[config.mk]
export PLATFORM = sky130hd
export DESIGN_NAME = irs_readout_top
export DESIGN_NICKNAME = d
export VERILOG_FILES = /design/src/shared/irs_pkg.sv /design/src/shared/irs_adc_if.sv /design/src/logic/irs_readout_top.sv /design/src/logic/irs_adc.sv
export SDC_FILE = /design/constraint.sdc
export NUM_CORES = 1
export LEC_CHECK = 0
export BUFFER_PORTS_ARGS = -buffer_cell sky130_fd_sc_hd__clkbuf_2
export CAP_MARGIN = 0
export CELL_PAD_IN_SITES_DETAIL_PLACEMENT = 0
export CELL_PAD_IN_SITES_GLOBAL_PLACEMENT = 1
export CORE_MARGIN = 8
export CORE_UTILIZATION = 40
export CTS_CLUSTER_SIZE = 24
export DETAILED_ROUTE_END_ITERATION = 12
export GPL_ROUTABILITY_DRIVEN = 0
export MAX_ROUTING_LAYER = met4
export PLACE_DENSITY_LB_ADDON = 0.1
export RECOVER_POWER = 25
export SKIP_LAST_GASP = 1
export SYNTH_ARGS = -nofsm -noshare
export SYNTH_HDL_FRONTEND = slang
export SYNTH_HIERARCHICAL = 1
export SYNTH_SLANG_ARGS = --single-unit
[constraint.sdc]
create_clock -name CLK -period 2 [get_ports CLK]
set_input_delay 0.2 -clock CLK [delete_from_list [all_inputs] [get_ports CLK]]
set_output_delay 0.2 -clock CLK [all_outputs]
set_load 0.05 [all_outputs]
[src/shared/irs_pkg.sv]
// constants and types for the image row/column readout sequencer
package irs_pkg;
  localparam int ADDR_W = 10;
  localparam int DATA_W = 10;
  localparam int CLK_PERIOD_NS = 25;
  localparam int ADC_VALID_NS = 20;
  // least time, rounded up to whole cycles
  localparam int ADC_VALID_CYC = (ADC_VALID_NS + CLK_PERIOD_NS - 1) / CLK_PERIOD_NS;
  localparam int PIPE_DEPTH = 3;
  localparam logic [1:0] ADC_CNT_ONE = 2'h1;
  localparam logic [1:0] ADC_CNT_LOAD = ADC_VALID_CYC[1:0];
  localparam logic [1:0] PIPE_CNT_MAX = PIPE_DEPTH[1:0];
  localparam logic [ADDR_W-1:0] ADDR_RST = 10'h000;
  localparam logic [DATA_W-1:0] DATA_RST = 10'h000;
  localparam logic [1:0] COLOR_RED = 2'h0;
  localparam logic [1:0] COLOR_GREEN = 2'h1;
  localparam logic [1:0] COLOR_BLUE = 2'h2;
  typedef enum logic [2:0] {
    SEQ_IDLE = 3'h0,
    SEQ_WAIT = 3'h1,
    SEQ_SIG = 3'h3,
    SEQ_AFTER_SIG = 3'h2,
    SEQ_RST = 3'h6,
    SEQ_AFTER_RST = 3'h7,
    SEQ_REF = 3'h5,
    SEQ_DONE = 3'h4
  } irs_seq_t;
endpackage : irs_pkg

[src/shared/irs_adc_if.sv]
// signals between the readout core and the on-chip converter
`timescale 1ns/100ps
`default_nettype none
interface irs_adc_if;
  import irs_pkg::*;
  logic [DATA_W-1:0] level;
  logic conv_clk;
  logic power_down;
  logic out_enable;
  logic [DATA_W-1:0] code;
  logic code_valid;
  logic code_oe;
  modport core (output level, output conv_clk, output power_down, output out_enable,
    input code, input code_valid, input code_oe);
  modport adc (input level, input conv_clk, input power_down, input out_enable,
    output code, output code_valid, output code_oe);
endinterface : irs_adc_if
`default_nettype wire

[src/logic/irs_readout_top.sv]
`timescale 1ns/100ps
`default_nettype none
module irs_readout_top import irs_pkg::*; (
  input wire logic CLK,
  input wire logic RST_B,
  input wire logic [0:ADDR_W-1] SHARED_ADDR_BUS,
  input wire logic ROW_ADDR_LOAD,
  input wire logic COL_ADDR_LOAD,
  input wire logic COL_SHIFT_CLK,
  input wire logic SIGNAL_SAMPLE,
  input wire logic ROW_RESET,
  input wire logic RESET_LEVEL_SAMPLE,
  input wire logic DUAL_SLOPE_ROW_CLEAR,
  input wire logic [DATA_W-1:0] PIX_SIG_LEVEL,
  input wire logic [DATA_W-1:0] PIX_RST_LEVEL,
  input wire logic ADC_CLK,
  input wire logic ADC_POWER_DOWN,
  input wire logic ADC_OUT_ENABLE,
  output logic [ADDR_W-1:0] ROW_SELECT,
  output logic ROW_CONNECTED,
  output logic ROW_IN_RESET,
  output logic ROW_LEVELS_READY,
  output logic SEQ_ERROR,
  output logic [ADDR_W-1:0] COL_SELECT,
  output logic [DATA_W-1:0] ANALOG_OUT,
  output logic ANALOG_VALID,
  output logic [1:0] PIXEL_COLOR,
  output logic [DATA_W-1:0] PIXEL_CODE_OUT,
  output logic PIXEL_CODE_OE,
  output logic PIXEL_CODE_VALID
);
  irs_adc_if conv ();
  irs_seq_t state;
  irs_seq_t next_state;
  logic prev_row_ld, prev_col_ld, prev_shift, prev_s, prev_rst, prev_r;
  logic [ADDR_W-1:0] col_addr;
  logic col_loaded;
  logic [1:0] pv;
  logic [DATA_W-1:0] diff_stage;
  logic [1:0] color_stage;
  logic [1:0] edge_cnt;

  // pin 0 of the bus is the msb, so the vector maps straight across
  wire [ADDR_W-1:0] bus_addr = SHARED_ADDR_BUS;
  wire row_ld_rise = ROW_ADDR_LOAD & ~prev_row_ld;
  wire col_ld_rise = COL_ADDR_LOAD & ~prev_col_ld;
  wire shift_rise = COL_SHIFT_CLK & ~prev_shift;
  wire s_rise = SIGNAL_SAMPLE & ~prev_s;
  wire s_fall = ~SIGNAL_SAMPLE & prev_s;
  wire rst_rise = ROW_RESET & ~prev_rst;
  wire rst_fall = ~ROW_RESET & prev_rst;
  wire r_rise = RESET_LEVEL_SAMPLE & ~prev_r;
  wire r_fall = ~RESET_LEVEL_SAMPLE & prev_r;
  // levels stand in for the column amp of the selected column; no per-column store
  wire [DATA_W-1:0] next_diff = (PIX_RST_LEVEL > PIX_SIG_LEVEL) ?
    PIX_RST_LEVEL - PIX_SIG_LEVEL : DATA_RST;
  // even row and even column is red
  wire [1:0] next_color = (ROW_SELECT[0] == COL_SELECT[0]) ?
    (ROW_SELECT[0] ? COLOR_BLUE : COLOR_RED) : COLOR_GREEN;

  always_ff @(posedge CLK) begin
    if (!RST_B) begin
      prev_row_ld <= 1'b0;
      prev_col_ld <= 1'b0;
      prev_shift <= 1'b0;
      prev_s <= 1'b0;
      prev_rst <= 1'b0;
      prev_r <= 1'b0;
    end else begin
      prev_row_ld <= ROW_ADDR_LOAD;
      prev_col_ld <= COL_ADDR_LOAD;
      prev_shift <= COL_SHIFT_CLK;
      prev_s <= SIGNAL_SAMPLE;
      prev_rst <= ROW_RESET;
      prev_r <= RESET_LEVEL_SAMPLE;
    end
  end

  // latch row address and connect row
  always_ff @(posedge CLK) begin
    if (!RST_B) begin
      ROW_SELECT <= ADDR_RST;
      ROW_CONNECTED <= 1'b0;
      ROW_IN_RESET <= 1'b0;
    end else begin
      if (row_ld_rise) begin
        ROW_SELECT <= bus_addr;
        ROW_CONNECTED <= 1'b1;
      end
      // either reset input clears the addressed row
      ROW_IN_RESET <= ROW_RESET | DUAL_SLOPE_ROW_CLEAR;
    end
  end

  // walk the sample, reset, reference order
  always_comb begin
    next_state = state;
    case (state)
      SEQ_IDLE: next_state = SEQ_IDLE;
      SEQ_WAIT: if (s_rise) next_state = SEQ_SIG;
      SEQ_SIG: if (s_fall) next_state = SEQ_AFTER_SIG;
      SEQ_AFTER_SIG: if (rst_rise) next_state = SEQ_RST;
      SEQ_RST: if (rst_fall) next_state = SEQ_AFTER_RST;
      SEQ_AFTER_RST: if (r_rise) next_state = SEQ_REF;
      SEQ_REF: if (r_fall) next_state = SEQ_DONE;
      SEQ_DONE: next_state = SEQ_DONE;
      default: next_state = SEQ_IDLE;
    endcase
    if (row_ld_rise) next_state = SEQ_WAIT;
  end

  // pulses outside the expected slot; a reset in DONE is allowed for other rows
  wire out_of_order = (state == SEQ_WAIT && (rst_rise || r_rise)) ||
    (state == SEQ_AFTER_SIG && (s_rise || r_rise)) ||
    (state == SEQ_AFTER_RST && (s_rise || rst_rise));

  always_ff @(posedge CLK) begin
    if (!RST_B) begin
      state <= SEQ_IDLE;
      ROW_LEVELS_READY <= 1'b0;
      SEQ_ERROR <= 1'b0;
    end else begin
      state <= next_state;
      ROW_LEVELS_READY <= (next_state == SEQ_DONE);
      // set wins over the clear by a new row load
      if (out_of_order) begin
        SEQ_ERROR <= 1'b1;
      end else if (row_ld_rise) begin
        SEQ_ERROR <= 1'b0;
      end
    end
  end

  always_ff @(posedge CLK) begin
    if (!RST_B) begin
      col_addr <= ADDR_RST;
      col_loaded <= 1'b0;
    end else if (col_ld_rise) begin
      col_addr <= bus_addr;
      col_loaded <= 1'b1;
    end
  end

  // shift clock loads column and subtracts levels
  // three-stage pipe to the analog output
  always_ff @(posedge CLK) begin
    if (!RST_B) begin
      COL_SELECT <= ADDR_RST;
      pv <= 2'h0;
      diff_stage <= DATA_RST;
      color_stage <= COLOR_RED;
      ANALOG_OUT <= DATA_RST;
      ANALOG_VALID <= 1'b0;
      PIXEL_COLOR <= COLOR_RED;
    end else if (shift_rise) begin
      COL_SELECT <= col_addr;
      pv <= {pv[0], col_loaded};
      diff_stage <= next_diff;
      color_stage <= next_color;
      ANALOG_OUT <= diff_stage;
      ANALOG_VALID <= pv[1];
      PIXEL_COLOR <= color_stage;
    end
  end

  // converter sees the pipe output; sampled level is only meaningful while valid
  assign conv.level = ANALOG_OUT;
  assign conv.conv_clk = ADC_CLK;
  assign conv.power_down = ADC_POWER_DOWN;
  assign conv.out_enable = ADC_OUT_ENABLE;

  irs_adc u_adc (
    .clk(CLK),
    .rst_b(RST_B),
    .conv(conv)
  );

  assign PIXEL_CODE_OUT = conv.code;
  assign PIXEL_CODE_OE = conv.code_oe;
  assign PIXEL_CODE_VALID = conv.code_valid;

  // helper: shift rises seen since the first column load, held at three
  always_ff @(posedge CLK) begin
    if (!RST_B) begin
      edge_cnt <= 2'h0;
    end else if (shift_rise && col_loaded && edge_cnt != PIPE_CNT_MAX) begin
      edge_cnt <= edge_cnt + 2'h1;
    end
  end
endmodule : irs_readout_top
`default_nettype wire

[src/logic/irs_adc.sv]
// on-chip 10-bit converter with tri-state output control
`timescale 1ns/100ps
`default_nettype none
module irs_adc import irs_pkg::*; (
  input wire logic clk,
  input wire logic rst_b,
  irs_adc_if.adc conv
);
  logic prev_clk;
  logic [1:0] cnt;
  logic [DATA_W-1:0] sample;
  wire fall = prev_clk & ~conv.conv_clk;
  wire start = fall & ~conv.power_down;
  wire present = (cnt == ADC_CNT_ONE) & ~conv.power_down;

  always_ff @(posedge clk) begin
    if (!rst_b) begin
      prev_clk <= 1'b0;
      cnt <= 2'h0;
      sample <= DATA_RST;
    end else begin
      prev_clk <= conv.conv_clk;
      if (start) begin
        sample <= conv.level;
        cnt <= ADC_CNT_LOAD;
      end else if (conv.power_down) begin
        cnt <= 2'h0;
      end else if (cnt != 2'h0) begin
        cnt <= cnt - ADC_CNT_ONE;
      end
    end
  end

  // bit zero is the least significant
  always_ff @(posedge clk) begin
    if (!rst_b) begin
      conv.code <= DATA_RST;
      conv.code_valid <= 1'b0;
    end else if (conv.power_down) begin
      conv.code <= DATA_RST;
      conv.code_valid <= 1'b0;
    end else if (present) begin
      conv.code <= sample;
      conv.code_valid <= 1'b1;
    end else if (start) begin
      conv.code_valid <= 1'b0;
    end
  end

  always_ff @(posedge clk) begin
    if (!rst_b) begin
      conv.code_oe <= 1'b0;
    end else begin
      conv.code_oe <= conv.out_enable & ~conv.power_down;
    end
  end
endmodule : irs_adc
`default_nettype wire

; ---- Yosys cells after proc, flatten, opt, wreduce, memory -nomap -nowiden
; Cells that the tools add are included.
[classes]
add_sub_neg = 2
order_cmp = 1
eq_ne = 10
mux = 18
n_bitwise = 26
reduce_logical = 15
[ops]
columns = operator, count
row1 = case mux 3 bit (8 select lines), 1
row2 = 2-to-1 mux 3 bit, 7
row3 = == test 3 bit (second input constant), 5
row4 = AND 1 bit, 13
row5 = NOT 1 bit, 12
row6 = > comparator 10 bit, 1
row7 = 2-to-1 mux 10 bit, 1
row8 = subtractor 10 bit, 1
row9 = 2-to-1 mux 1 bit, 7
row10 = == test 3 x 2 -> 1 bit (second input constant), 2
row11 = nonzero test 2 bit, 3
row12 = logical OR 1 bit, 5
row13 = 2-to-1 mux 2 bit, 2
row14 = == test 3 x 1 -> 1 bit (second input constant), 1
row15 = logical AND 1 bit, 3
row16 = zero test 3 bit, 1
row17 = nonzero test 3 bit, 1
row18 = OR reduction 3 bit, 1
row19 = == test 2 x 1 -> 1 bit (second input constant), 1
row20 = OR reduction 2 bit, 1
row21 = subtractor 2 x 1 -> 2 bit (second input constant), 1
row22 = == test 1 bit, 1
row23 = OR 1 bit, 1
[word_totals]
reg_bits = 96
in_bits = 42
output_inout_bits = 49
elab_cells = 100

; ---- Logic depth before layout (Yosys ltp)
; Gate-level depths: netlist (run 1).
[depth]
word_depth = 7
ltp_mapped = 9
mapped_depth_nobuf = 9

; ---- Hierarchy
; The synthesis (run 1) kept the hierarchy.
[modules_own_cells]
columns = mod, instances, cells_per_inst, area_each_um2, seq_area_each_um2
row1 = irs_readout_top, 1, 375, 3170.5, 1421.4
row2 = irs_adc, 1, 98, 985.9, 500.5

; ---- Least setup slack after synthesis (run 1)
; OpenSTA, ideal clock, no wires.
[synth_path]
path_type = input to register
from = input port PIX_RST_LEVEL[0]
to = register diff_stage[0]
setup_ps = 59
t_arrival_ps = 1711
required_time_ps = 1941
path_slack_ps = 230
stages = 9
n_path_buf = 0
path_cell_list = inv_1 -> ha_1 -> fa_1 -> nand2b_1 -> a21boi_2 -> o21ai_1 -> and2_4 -> o31ai_1 -> and2_1
[synth_via]
elab_chain_cells = 2
word_cells_on_any_way = 3
classes_between = add/sub: 1 / order compare: 1 / mux: 1
[synth_rtl]
columns = item, line
row1 = start: declaration, irs_readout_top.sv:15  ; input wire logic [DATA_W-1:0] PIX_RST_LEVEL,
row2 = subtractor 10 bit / > comparator 10 bit (equally long branches), "irs_readout_top.sv:56, irs_readout_top.sv:55"
row3 = 2-to-1 mux 10 bit (*), irs_readout_top.sv:55  ; wire [DATA_W-1:0] next_diff = (PIX_RST_LEVEL > PIX_SIG_LEVEL) ?
row4 = end signal: assignment, irs_readout_top.sv:158  ; diff_stage <= next_diff;
row5 = end: declaration, irs_readout_top.sv:39  ; logic [DATA_W-1:0] diff_stage;
; Mark *: on every way between the ends. The rest lies on a longest branch, timed or not.
; A chain may end at the register's enable or synchronous reset.

; ---- Worst setup path in the final report (run 1)
[layout_path]
from = input port PIX_RST_LEVEL[0]
to = register diff_stage[8]
; The elaborated chain is that of the path after synthesis.

==> flow_summary.toml, run 1 <==
[run_status]
status = "finished, final reports clean"

[power]
combPwrFrac_pct = 13.8
power.density_nw_per_um2 = 823
p_leak_nw = 2.05
power.total_mw = 4.13
ir_worst_vdd_mv = 0.362
p_int_mw = 3.06
power_switching_mw = 1.06
p_clk_share_pct = 37.3
power_frac_seq_pct = 48.8
switching_share_pct = 25.7

[clocking]
cts_resized = 0
cts_sinks = 96
cts_tree = "built"
clkTransAtPathRegs_ns = 0.09
cts-root-buf = "clkbuf_8"
cts_max_level = 3
cts_setup_buffers = 0
numCtsBuffers = 9
postCtsHoldBufs = 0
clkLatencyLatePin_ns = 0.36
clockBufferDepth = 2

[sta]
worst_pin_slew_ns = 0.886
hold_violations = 0
slew_viol_final = 0
holdWs_ns = 0.0269
clock.fmax_ghz = 0.620
period_minus_slack_ns = 1.61
skew_ns = 0.00856
grt_setup_unrepaired = "false"
setup_viol = 0
slew_headroom_pct = 40.9
setup_ws_ns = 0.387
final.setup.tns_ns = 0
timing.final.crit_share_pct = 80.7

[route]
wirelength_um = 9200
drc_errors = 0
wl_per_cell_um = 13.1
wl_met3_um = 396
drt_iter0_markers = 139
dr.pass1.iters = 4
top_layer = "met4"
via_count = 3309
wl_met1_um = 4490
ant_nets = 0
avgViaCountPerCell = 4.71
route.met2.wl_um = 4190

[synth]
yosysSeqAreaShare_pct = 46.2
synth-warning-count = 6
syn-num-nets = 529
syn_avg_cell_area_um2 = 8.79
postSynthCellCount = 473
ys_types = 53
synth_top_area_cell = "dfxtp_1"
netlist_area_um2 = 4160
synth_top_area_share_pct = 46.2
synthTopCellsByCount = "nand2_1, dfxtp_1, a21boi_0"
synth_seq_cells = 96
synth_edf_count = 0
synth_flop_cell = "dfxtp_1"
synthArstFlopShare_pct = 0
ys_top_cells_by_area = "dfxtp_1, nand2_1, a21boi_0, mux2i_1, ha_1"
synth.most_common_cell = "nand2_1"

[placement]
dp_hpwl_um = 6850
place_worst_setup_slack_ns = 0.00195
placed_area_um2 = 4780
portBuffers = 90
dp.cells = 687

[global_route]
grt_pass1_vias = 3221
grt_overflow_total = 0
grt_first_pass_wirelength_um = 15700
grt_max_degree = 52
grt_usage_pct = 13.8
grt_antenna_before_repair = 0

[critical_path]
crit_path_max_fanout = 8
worst-r2r-cell-count = 3
end_kind = "flop"
reg2reg_from = "u_adc/cnt[0]"
critPathArrivalTime_ns = 1.91
path_delay_family = "compound AO/OA/AOI/OAI gates"
required_ns = 2.29
critPathCapture = "diff_stage[8]"
cp_num_cells = 10
r2r-end = "u_adc/conv.code[3]"
crit_path_frequent_cell = "o21ai_1"
reg2reg_slack_ns = 0.57
critPathMaxStageDelay_ns = 0.39
start_kind = "primary input"
crit_path_cell_trace = "clkbuf_2 -> inv_1 -> ha_1 -> fa_1 -> nand2b_1 -> a21boi_2 -> o21ai_1 -> a21boi_4 -> o21ai_1 -> a21boi_1"
worstSetupPathType = "primary input to flop"
crit_slowest_cell = "fa_1"
crit_buf_inv = 2
critPathLaunch = "PIX_RST_LEVEL[0]"

[floorplanning]
fp.dieW_um = 118
ios = 91
start_util_pct = 40.8
row_count = 37
die_y_um = 118
core_area_um2 = 10200
dieArea_um2 = 13900

[layout]
nFillCells = 1035
final_util_pct = 49.2
diodes = 0
finalNetCount = 618
seq_area_um2 = 1920
design_area_um2 = 5010
area_growth_syn_to_layout_pct = 20.6
multi_input_area_um2 = 2040
drive_gt1_share_pct = 22.2
final_cells = 703

[job]
maxCapViolCount = 0

[hold_path]
min_path_type = "primary input to flop"
==> per-layer routing <==
metal  global-route usage [%]  vias up
met5                        -        -
li1                         -     1755
met4                     5.04        0
met1                     17.3     1481
met2                     21.1       62
met3                     3.60       11
==> power by group through the flow <==
| stage | Clock [mW] | Sequential, mW | Combinational [mW] |
|---|---|---|---|
| floorplan | 0 | 2.14 | 0.316 |
| global placement | 0 | 2.06 | 0.577 |
| detailed placement | 0 | 2.06 | 0.583 |
| CTS | 1.60 | 2.02 | 0.584 |
| global route | 1.67 | 2.03 | 0.637 |
| finish | 1.54 | 2.02 | 0.571 |
==> flip-flops by register name, summed over array words and instances, names as in the netlist, 2 cells and up <==
name and flops:
col_addr 10, u_adc/conv.code 10, ANALOG_OUT 10, PIXEL_COLOR 2, pv 2, state 3, ROW_SELECT 10, COL_SELECT 10
color_stage 2, u_adc/cnt 2, u_adc/sample 10, diff_stage 10
==> how the worst min path moves through the flow <==
stage / start / endpoint / cells after the start
finish: ADC_OUT_ENABLE / u_adc/conv.code_oe / 3
global route: DUAL_SLOPE_ROW_CLEAR / ROW_IN_RESET / 2
CTS: ADC_OUT_ENABLE / u_adc/conv.code_oe / 3
detailed placement: DUAL_SLOPE_ROW_CLEAR / ROW_IN_RESET / 2
global placement: DUAL_SLOPE_ROW_CLEAR / ROW_IN_RESET / 2
floorplan: DUAL_SLOPE_ROW_CLEAR / ROW_IN_RESET / 1
==> cells in the final DEF, fill, tap and decap left out, types with 6 or more instances in the layout <==
master	netlist	final
a21boi_0	47	47
ha_1	13	13
nand3_1	6	6
a21oi_1	12	12
nand2b_1	8	8
dfxtp_1	96	96
clkbuf_2	0	86
nand2_1	124	124
nor2_1	14	14
inv_1	20	20
and2_1	9	9
mux2i_1	20	20
clkbuf_1	20	6
nor2b_1	16	15
buf_4	2	13
clkbuf_8	0	10
==> worst register-to-register path, cell delays in order, from the launching register on <==
cell     delay [ns]
dfxtp_1        0.39
ha_1           0.59
mux2i_1        0.26
nor2_1         0.06
==> area by class of cell <==
type                            instances  area share, %
Clock buffer                           10           2.75
Tap cell                              136           3.40
Multi-Input combinational cell        330           40.7
Clock inverter                          6           2.27
Timing Repair Buffer                  105           11.0
Sequential cell                        96           38.4
Inverter                               20           1.50
==> kinds of logic after synthesis <==
kind of cell	after synthesis	synth area share, %
buffers and inverters	47	4.70
adders and majority gates	14	4.40
DFF	96	46.2
muxes	20	4.82
xor gates and xnor gates	6	1.26
AOI/OAI and AO/OA	95	16.7
and+or+nand+nor	195	21.9
(Power assumes the default switching activity.)
==> inputs of run 2 (changes only) <==
Settings changed: ABC_AREA from default to 1, CORE_UTILIZATION 40 to 38.
Clock period 2 ns to 1.5 ns, I/O delays scaled along.
==> flow_summary.toml, run 2 <==
[global_route]
grt_max_degree = 45
grt_overflow_total = 0
grt_pass1_vias = 3530
grt_usage_pct = 14.3
grt_antenna_before_repair = 0
grt_first_pass_wirelength_um = 16800

[sta]
hold_violations = 0
period_minus_slack_ns = 1.37
slew_headroom_pct = 58.8
grt_setup_unrepaired = "false"
holdWs_ns = 0.0382
setup_viol = 0
skew_ns = 0.0113
timing.final.crit_share_pct = 91.0
worst_pin_slew_ns = 0.620
clock.fmax_ghz = 0.733
slew_viol_final = 0

[floorplanning]
fp.dieW_um = 120
start_util_pct = 38.6
core_area_um2 = 10700
die_y_um = 120
dieArea_um2 = 14500
row_count = 38
ios = 91

[layout]
final_common_cell = "nor2_1"
finalNetCount = 737
layout_common_cells = "nor2_1, nand2_1, dfxtp_1, inv_1, clkbuf_2"
area_growth_syn_to_layout_pct = 20.8
final_cells = 824
drive_gt1_share_pct = 17.5
diodes = 0

[synth]
synth_top_area_share_pct = 46.3
yosysSeqAreaShare_pct = 46.3
synthArstFlopShare_pct = 0
synth-warning-count = 6
synth_top_area_cell = "dfxtp_1"
synth.most_common_cell = "nor2_1"
synth_seq_cells = 96
synth_edf_count = 0
ys_types = 33
synth_flop_cell = "dfxtp_1"
ys_top_cells_by_area = "dfxtp_1, nor2_1, nand2_1, o21ai_0, inv_1"
synthTopCellsByCount = "nor2_1, nand2_1, dfxtp_1"
postSynthCellCount = 578
netlist_area_um2 = 4150
syn-num-nets = 634
syn_avg_cell_area_um2 = 7.17

[critical_path]
critPathArrivalTime_ns = 1.62
crit_slowest_cell = "dlygate4sd3_1"
crit_path_frequent_cell = "nor2_1"
crit_buf_inv = 3
critPathMaxStageDelay_ns = 0.53
worstSetupPathType = "primary input to flop"
crit_path_cell_trace = "dlygate4sd3_1 -> clkbuf_1 -> inv_1 -> nand3_2 -> nor2_1 -> nor2_1"
required_ns = 1.76
crit_path_max_fanout = 21
start_kind = "primary input"
path_delay_family = "simple AND/OR/NAND/NOR gates"
end_kind = "flop"

[clocking]
cts_tree = "built"
cts_max_level = 3
cts_resized = 0
cts-root-buf = "clkbuf_8"
clkLatencyLatePin_ns = 0.36
clockBufferDepth = 2
numCtsBuffers = 9
clkTransAtPathRegs_ns = 0.10
cts_sinks = 96

[power]
power.density_nw_per_um2 = 1070
ir_worst_vdd_mv = 0.431
p_leak_nw = 2.56

[route]
drc_errors = 0
avgViaCountPerCell = 4.50
dr.pass1.iters = 4
ant_nets = 0
wirelength_um = 9820
drt_iter0_markers = 192
via_count = 3707
wl_per_cell_um = 11.9

[job]
maxCapViolCount = 0

[hold_path]
min_path_type = "primary input to flop"

[run_status]
status = "finished, final reports clean"

[placement]
portBuffers = 90
dp.cells = 800
dp_hpwl_um = 7450
## run 2: cell count changes after synthesis, moves of 8 or more
cell | previous run | this run
nor2_1 | 14 | 145
inv_1 | 20 | 73
o21ai_0 | 4 | 57
a21boi_0 | 47 | 0
nand2_1 | 124 | 100
mux2i_1 | 20 | 0
nor2b_1 | 16 | 0
a21oi_1 | 12 | 22
and2_1 | 9 | 0
nand2b_1 | 8 | 0
## run 2: path summary, 6_finish.rpt
path	start	end	slack, ns	depth (start not counted)
max	ADC_CLK	u_adc/sample[3]	0.13	6
min	SHARED_ADDR_BUS[4]	ROW_SELECT[5]	0.04	3
max reg2reg	u_adc/cnt[0]	u_adc/conv.code[6]	0.21	5
min reg2reg	u_adc/sample[2]	u_adc/conv.code[2]	0.45	2
## run 2: area by class of cell
cell class                      instances  area [um2]
Fill cell                            1166        5740
Sequential cell                        96        1920
Clock inverter                          5        41.3
Multi-Input combinational cell        383        1820
Clock buffer                            9         124
Inverter                               78         298
Timing Repair Buffer                  113         624
Tap cell                              140         175
## run 2: cells by family after synthesis
kind of cell,after synthesis,share of synthesized area [%]
AO/OA/AOI/OAI,92,11.6
XOR/XNOR,4,0.845
adder cells (fa/ha/maj),14,4.41
buffers and inverters,99,9.66
flip-flops,96,46.3
AND/OR/NAND/NOR,273,27.1
## run 2: timing repair
action,4_1_cts,5_1_grt
hold buffers,10,0
setup buffers,0,0
endpoints found under the hold margin,9,0
## run 2: per-layer routing
layer	share of wire, %	vias up	wire length (um)	GRT usage, %
met4	0.77	0	76	3.51
met2	44	68	4310	20.9
met1	51	1638	4970	19.2
met3	4.7	6	462	3.64
li1	-	1995	-	-
met5	0	-	0	-
## run 2: worst min-delay path, delay by kind of cell
| family | cells | cell delay [ns] |
|---|---|---|
| simple gates | 2 | 0.12 |
| buf+inv | 1 | 0.09 |
## run 2: through the flow
step	util, %	setup TNS, ns	cell area (um2)	setup slack, ns	total power [mW]
floorplan	-	0	4150	0.0789	3.58
global placement	44.4	-0.478	4770	-0.0876	3.87
detailed placement	44.4	-0.756	4770	-0.108	3.88
CTS	46.8	0	5030	0.163	5.42
global route	46.6	0	5010	0.00362	5.66
finish	46.6	0	5010	0.135	5.34
## run 2: where the power goes
group / switching, mW / internal [mW]
sequential: 0.0810 / 2.70
clock: 0.912 / 0.603
combinational: 0.726 / 0.325
==> inputs of run 3 (changes only) <==
Settings changed: RECOVER_POWER 25 to 100.
==> flow_summary.toml, run 3 (synthesis gave the netlist of run 2 again) <==
[run_status]
status = "finished, final reports clean"

[power]
power.density_nw_per_um2 = 1070
switching_share_pct = 32.2
p_clk_share_pct = 28.4
power_switching_mw = 1.72
combPwrFrac_pct = 19.5
p_int_mw = 3.61
p_leak_nw = 2.48
power.total_mw = 5.33
power_frac_seq_pct = 52.1
ir_worst_vdd_mv = 0.431

[placement]
portBuffers = 90
dp_hpwl_um = 7450

[route]
ant_nets = 0
wl_per_cell_um = 11.9
drc_errors = 0
dr.pass1.iters = 4
drt_iter0_markers = 200
via_count = 3689
wirelength_um = 9840
avgViaCountPerCell = 4.48

[critical_path]
crit_path_max_fanout = 21
critPathMaxStageDelay_ns = 0.53
worstSetupPathType = "primary input to flop"
crit_path_cell_trace = "dlygate4sd3_1 -> clkbuf_1 -> inv_1 -> nand3_2 -> nor2_1 -> nor2_1"
crit_slowest_cell = "dlygate4sd3_1"
start_kind = "primary input"
required_ns = 1.75
crit_path_frequent_cell = "nor2_1"
crit_buf_inv = 3
end_kind = "flop"
path_delay_family = "simple AND/OR/NAND/NOR gates"
critPathArrivalTime_ns = 1.62

[clocking]
cts_resized = 0
clkLatencyLatePin_ns = 0.35
cts_max_level = 3
numCtsBuffers = 9
cts-root-buf = "clkbuf_8"
cts_sinks = 96
cts_setup_buffers = 0
cts_tree = "built"
clockBufferDepth = 2
clkTransAtPathRegs_ns = 0.10

[layout]
diodes = 0
finalNetCount = 737
nFillCells = 1172
final_common_cell = "nor2_1"
layout_common_cells = "nor2_1, nand2_1, dfxtp_1, inv_1, o21ai_0"
drive_gt1_share_pct = 14.5
seq_area_um2 = 1920
multi_input_area_um2 = 1810
area_growth_syn_to_layout_pct = 19.9

[global_route]
grt_usage_pct = 14.3
grt_pass1_vias = 3530
grt_overflow_total = 0
grt_antenna_before_repair = 0
grt_first_pass_wirelength_um = 16800
grt_max_degree = 45

[floorplanning]
fp.dieW_um = 120
start_util_pct = 38.6
core_area_um2 = 10700
die_y_um = 120
row_count = 38
ios = 91
dieArea_um2 = 14500

[sta]
holdWs_ns = 0.0382
slew_viol_final = 0
hold_violations = 0
slew_headroom_pct = 58.7
clock.fmax_ghz = 0.731
skew_ns = 0.0109
grt_setup_unrepaired = "false"
worst_pin_slew_ns = 0.622
period_minus_slack_ns = 1.37
timing.final.crit_share_pct = 91.2
setup_viol = 0

[hold_path]
min_path_type = "primary input to flop"

[job]
maxCapViolCount = 0
==> run 3: cell count changes in the layout (fill, tap and decap cells not counted), sizes merged <==
cell,previous run,this run
buf,13,12
clkbuf,99,100
==> run 3: area by class of cell <==
| class | count | share of cell area, % |
|---|---|---|
| Inverter | 78 | 5.99 |
| Tap cell | 140 | 3.52 |
| Timing Repair Buffer | 113 | 12.0 |
| Clock buffer | 9 | 2.49 |
| Clock inverter | 5 | 0.831 |
| Sequential cell | 96 | 38.7 |
| Multi-Input combinational cell | 383 | 36.5 |
==> run 3: path summary, 6_finish.rpt <==
check	slack, ns	from	cells after the start	endpoint
setup / recovery	0.13	ADC_CLK	6	u_adc/sample[3]
hold / removal	0.04	SHARED_ADDR_BUS[4]	3	ROW_SELECT[5]
setup reg to reg	0.16	u_adc/cnt[0]	5	u_adc/conv.code[6]
hold reg to reg	0.45	u_adc/sample[2]	2	u_adc/conv.code[2]
==> run 3: stage by stage <==
step                cell area [um2]  util, %  setup slack (ns)  setup TNS (ns)  cells
floorplan                      4150        -            0.0789               0    578
global placement               4770     44.4           -0.0876          -0.478    800
detailed placement             4770     44.4            -0.108          -0.756    800
CTS                            5030     46.8             0.163               0    824
global route                   4970     46.3           0.00362               0    824
finish                         4970     46.3             0.132               0    824
==> run 3: repair_timing <==
| action | 4_1_cts | 5_1_grt |
|---|---|---|
| hold buffers | 10 | 0 |
| endpoints found under the hold margin | 9 | 0 |
| endpoints found under the setup margin | 0 | 0 |
==> run 3: worst min-delay path, delay by kind of cell <==
kind	cells	cell delay [ns]
AND/OR/NAND/NOR	2	0.12
buffers and inverters	1	0.09
==> run 3: power by group through the flow <==
stage | Combinational [mW] | Sequential [mW] | Clock [mW]
2_1_floorplan | 0.493 | 3.08 | 0
3_3_place_gp | 1.04 | 2.83 | 0
3_5_place_dp | 1.05 | 2.84 | 0
4_1_cts | 1.07 | 2.78 | 1.57
5_1_grt | 1.16 | 2.79 | 1.69
6_report | 1.04 | 2.78 | 1.51
==> run 3: layer usage <==
layer | GRT usage (%) | wire [um] | up-vias
met1 | 19.2 | 5030 | 1623
met2 | 20.9 | 4300 | 66
li1 | - | - | 1994
met3 | 3.64 | 432 | 6
met4 | 3.51 | 76 | 0
met5 | - | 0 | -
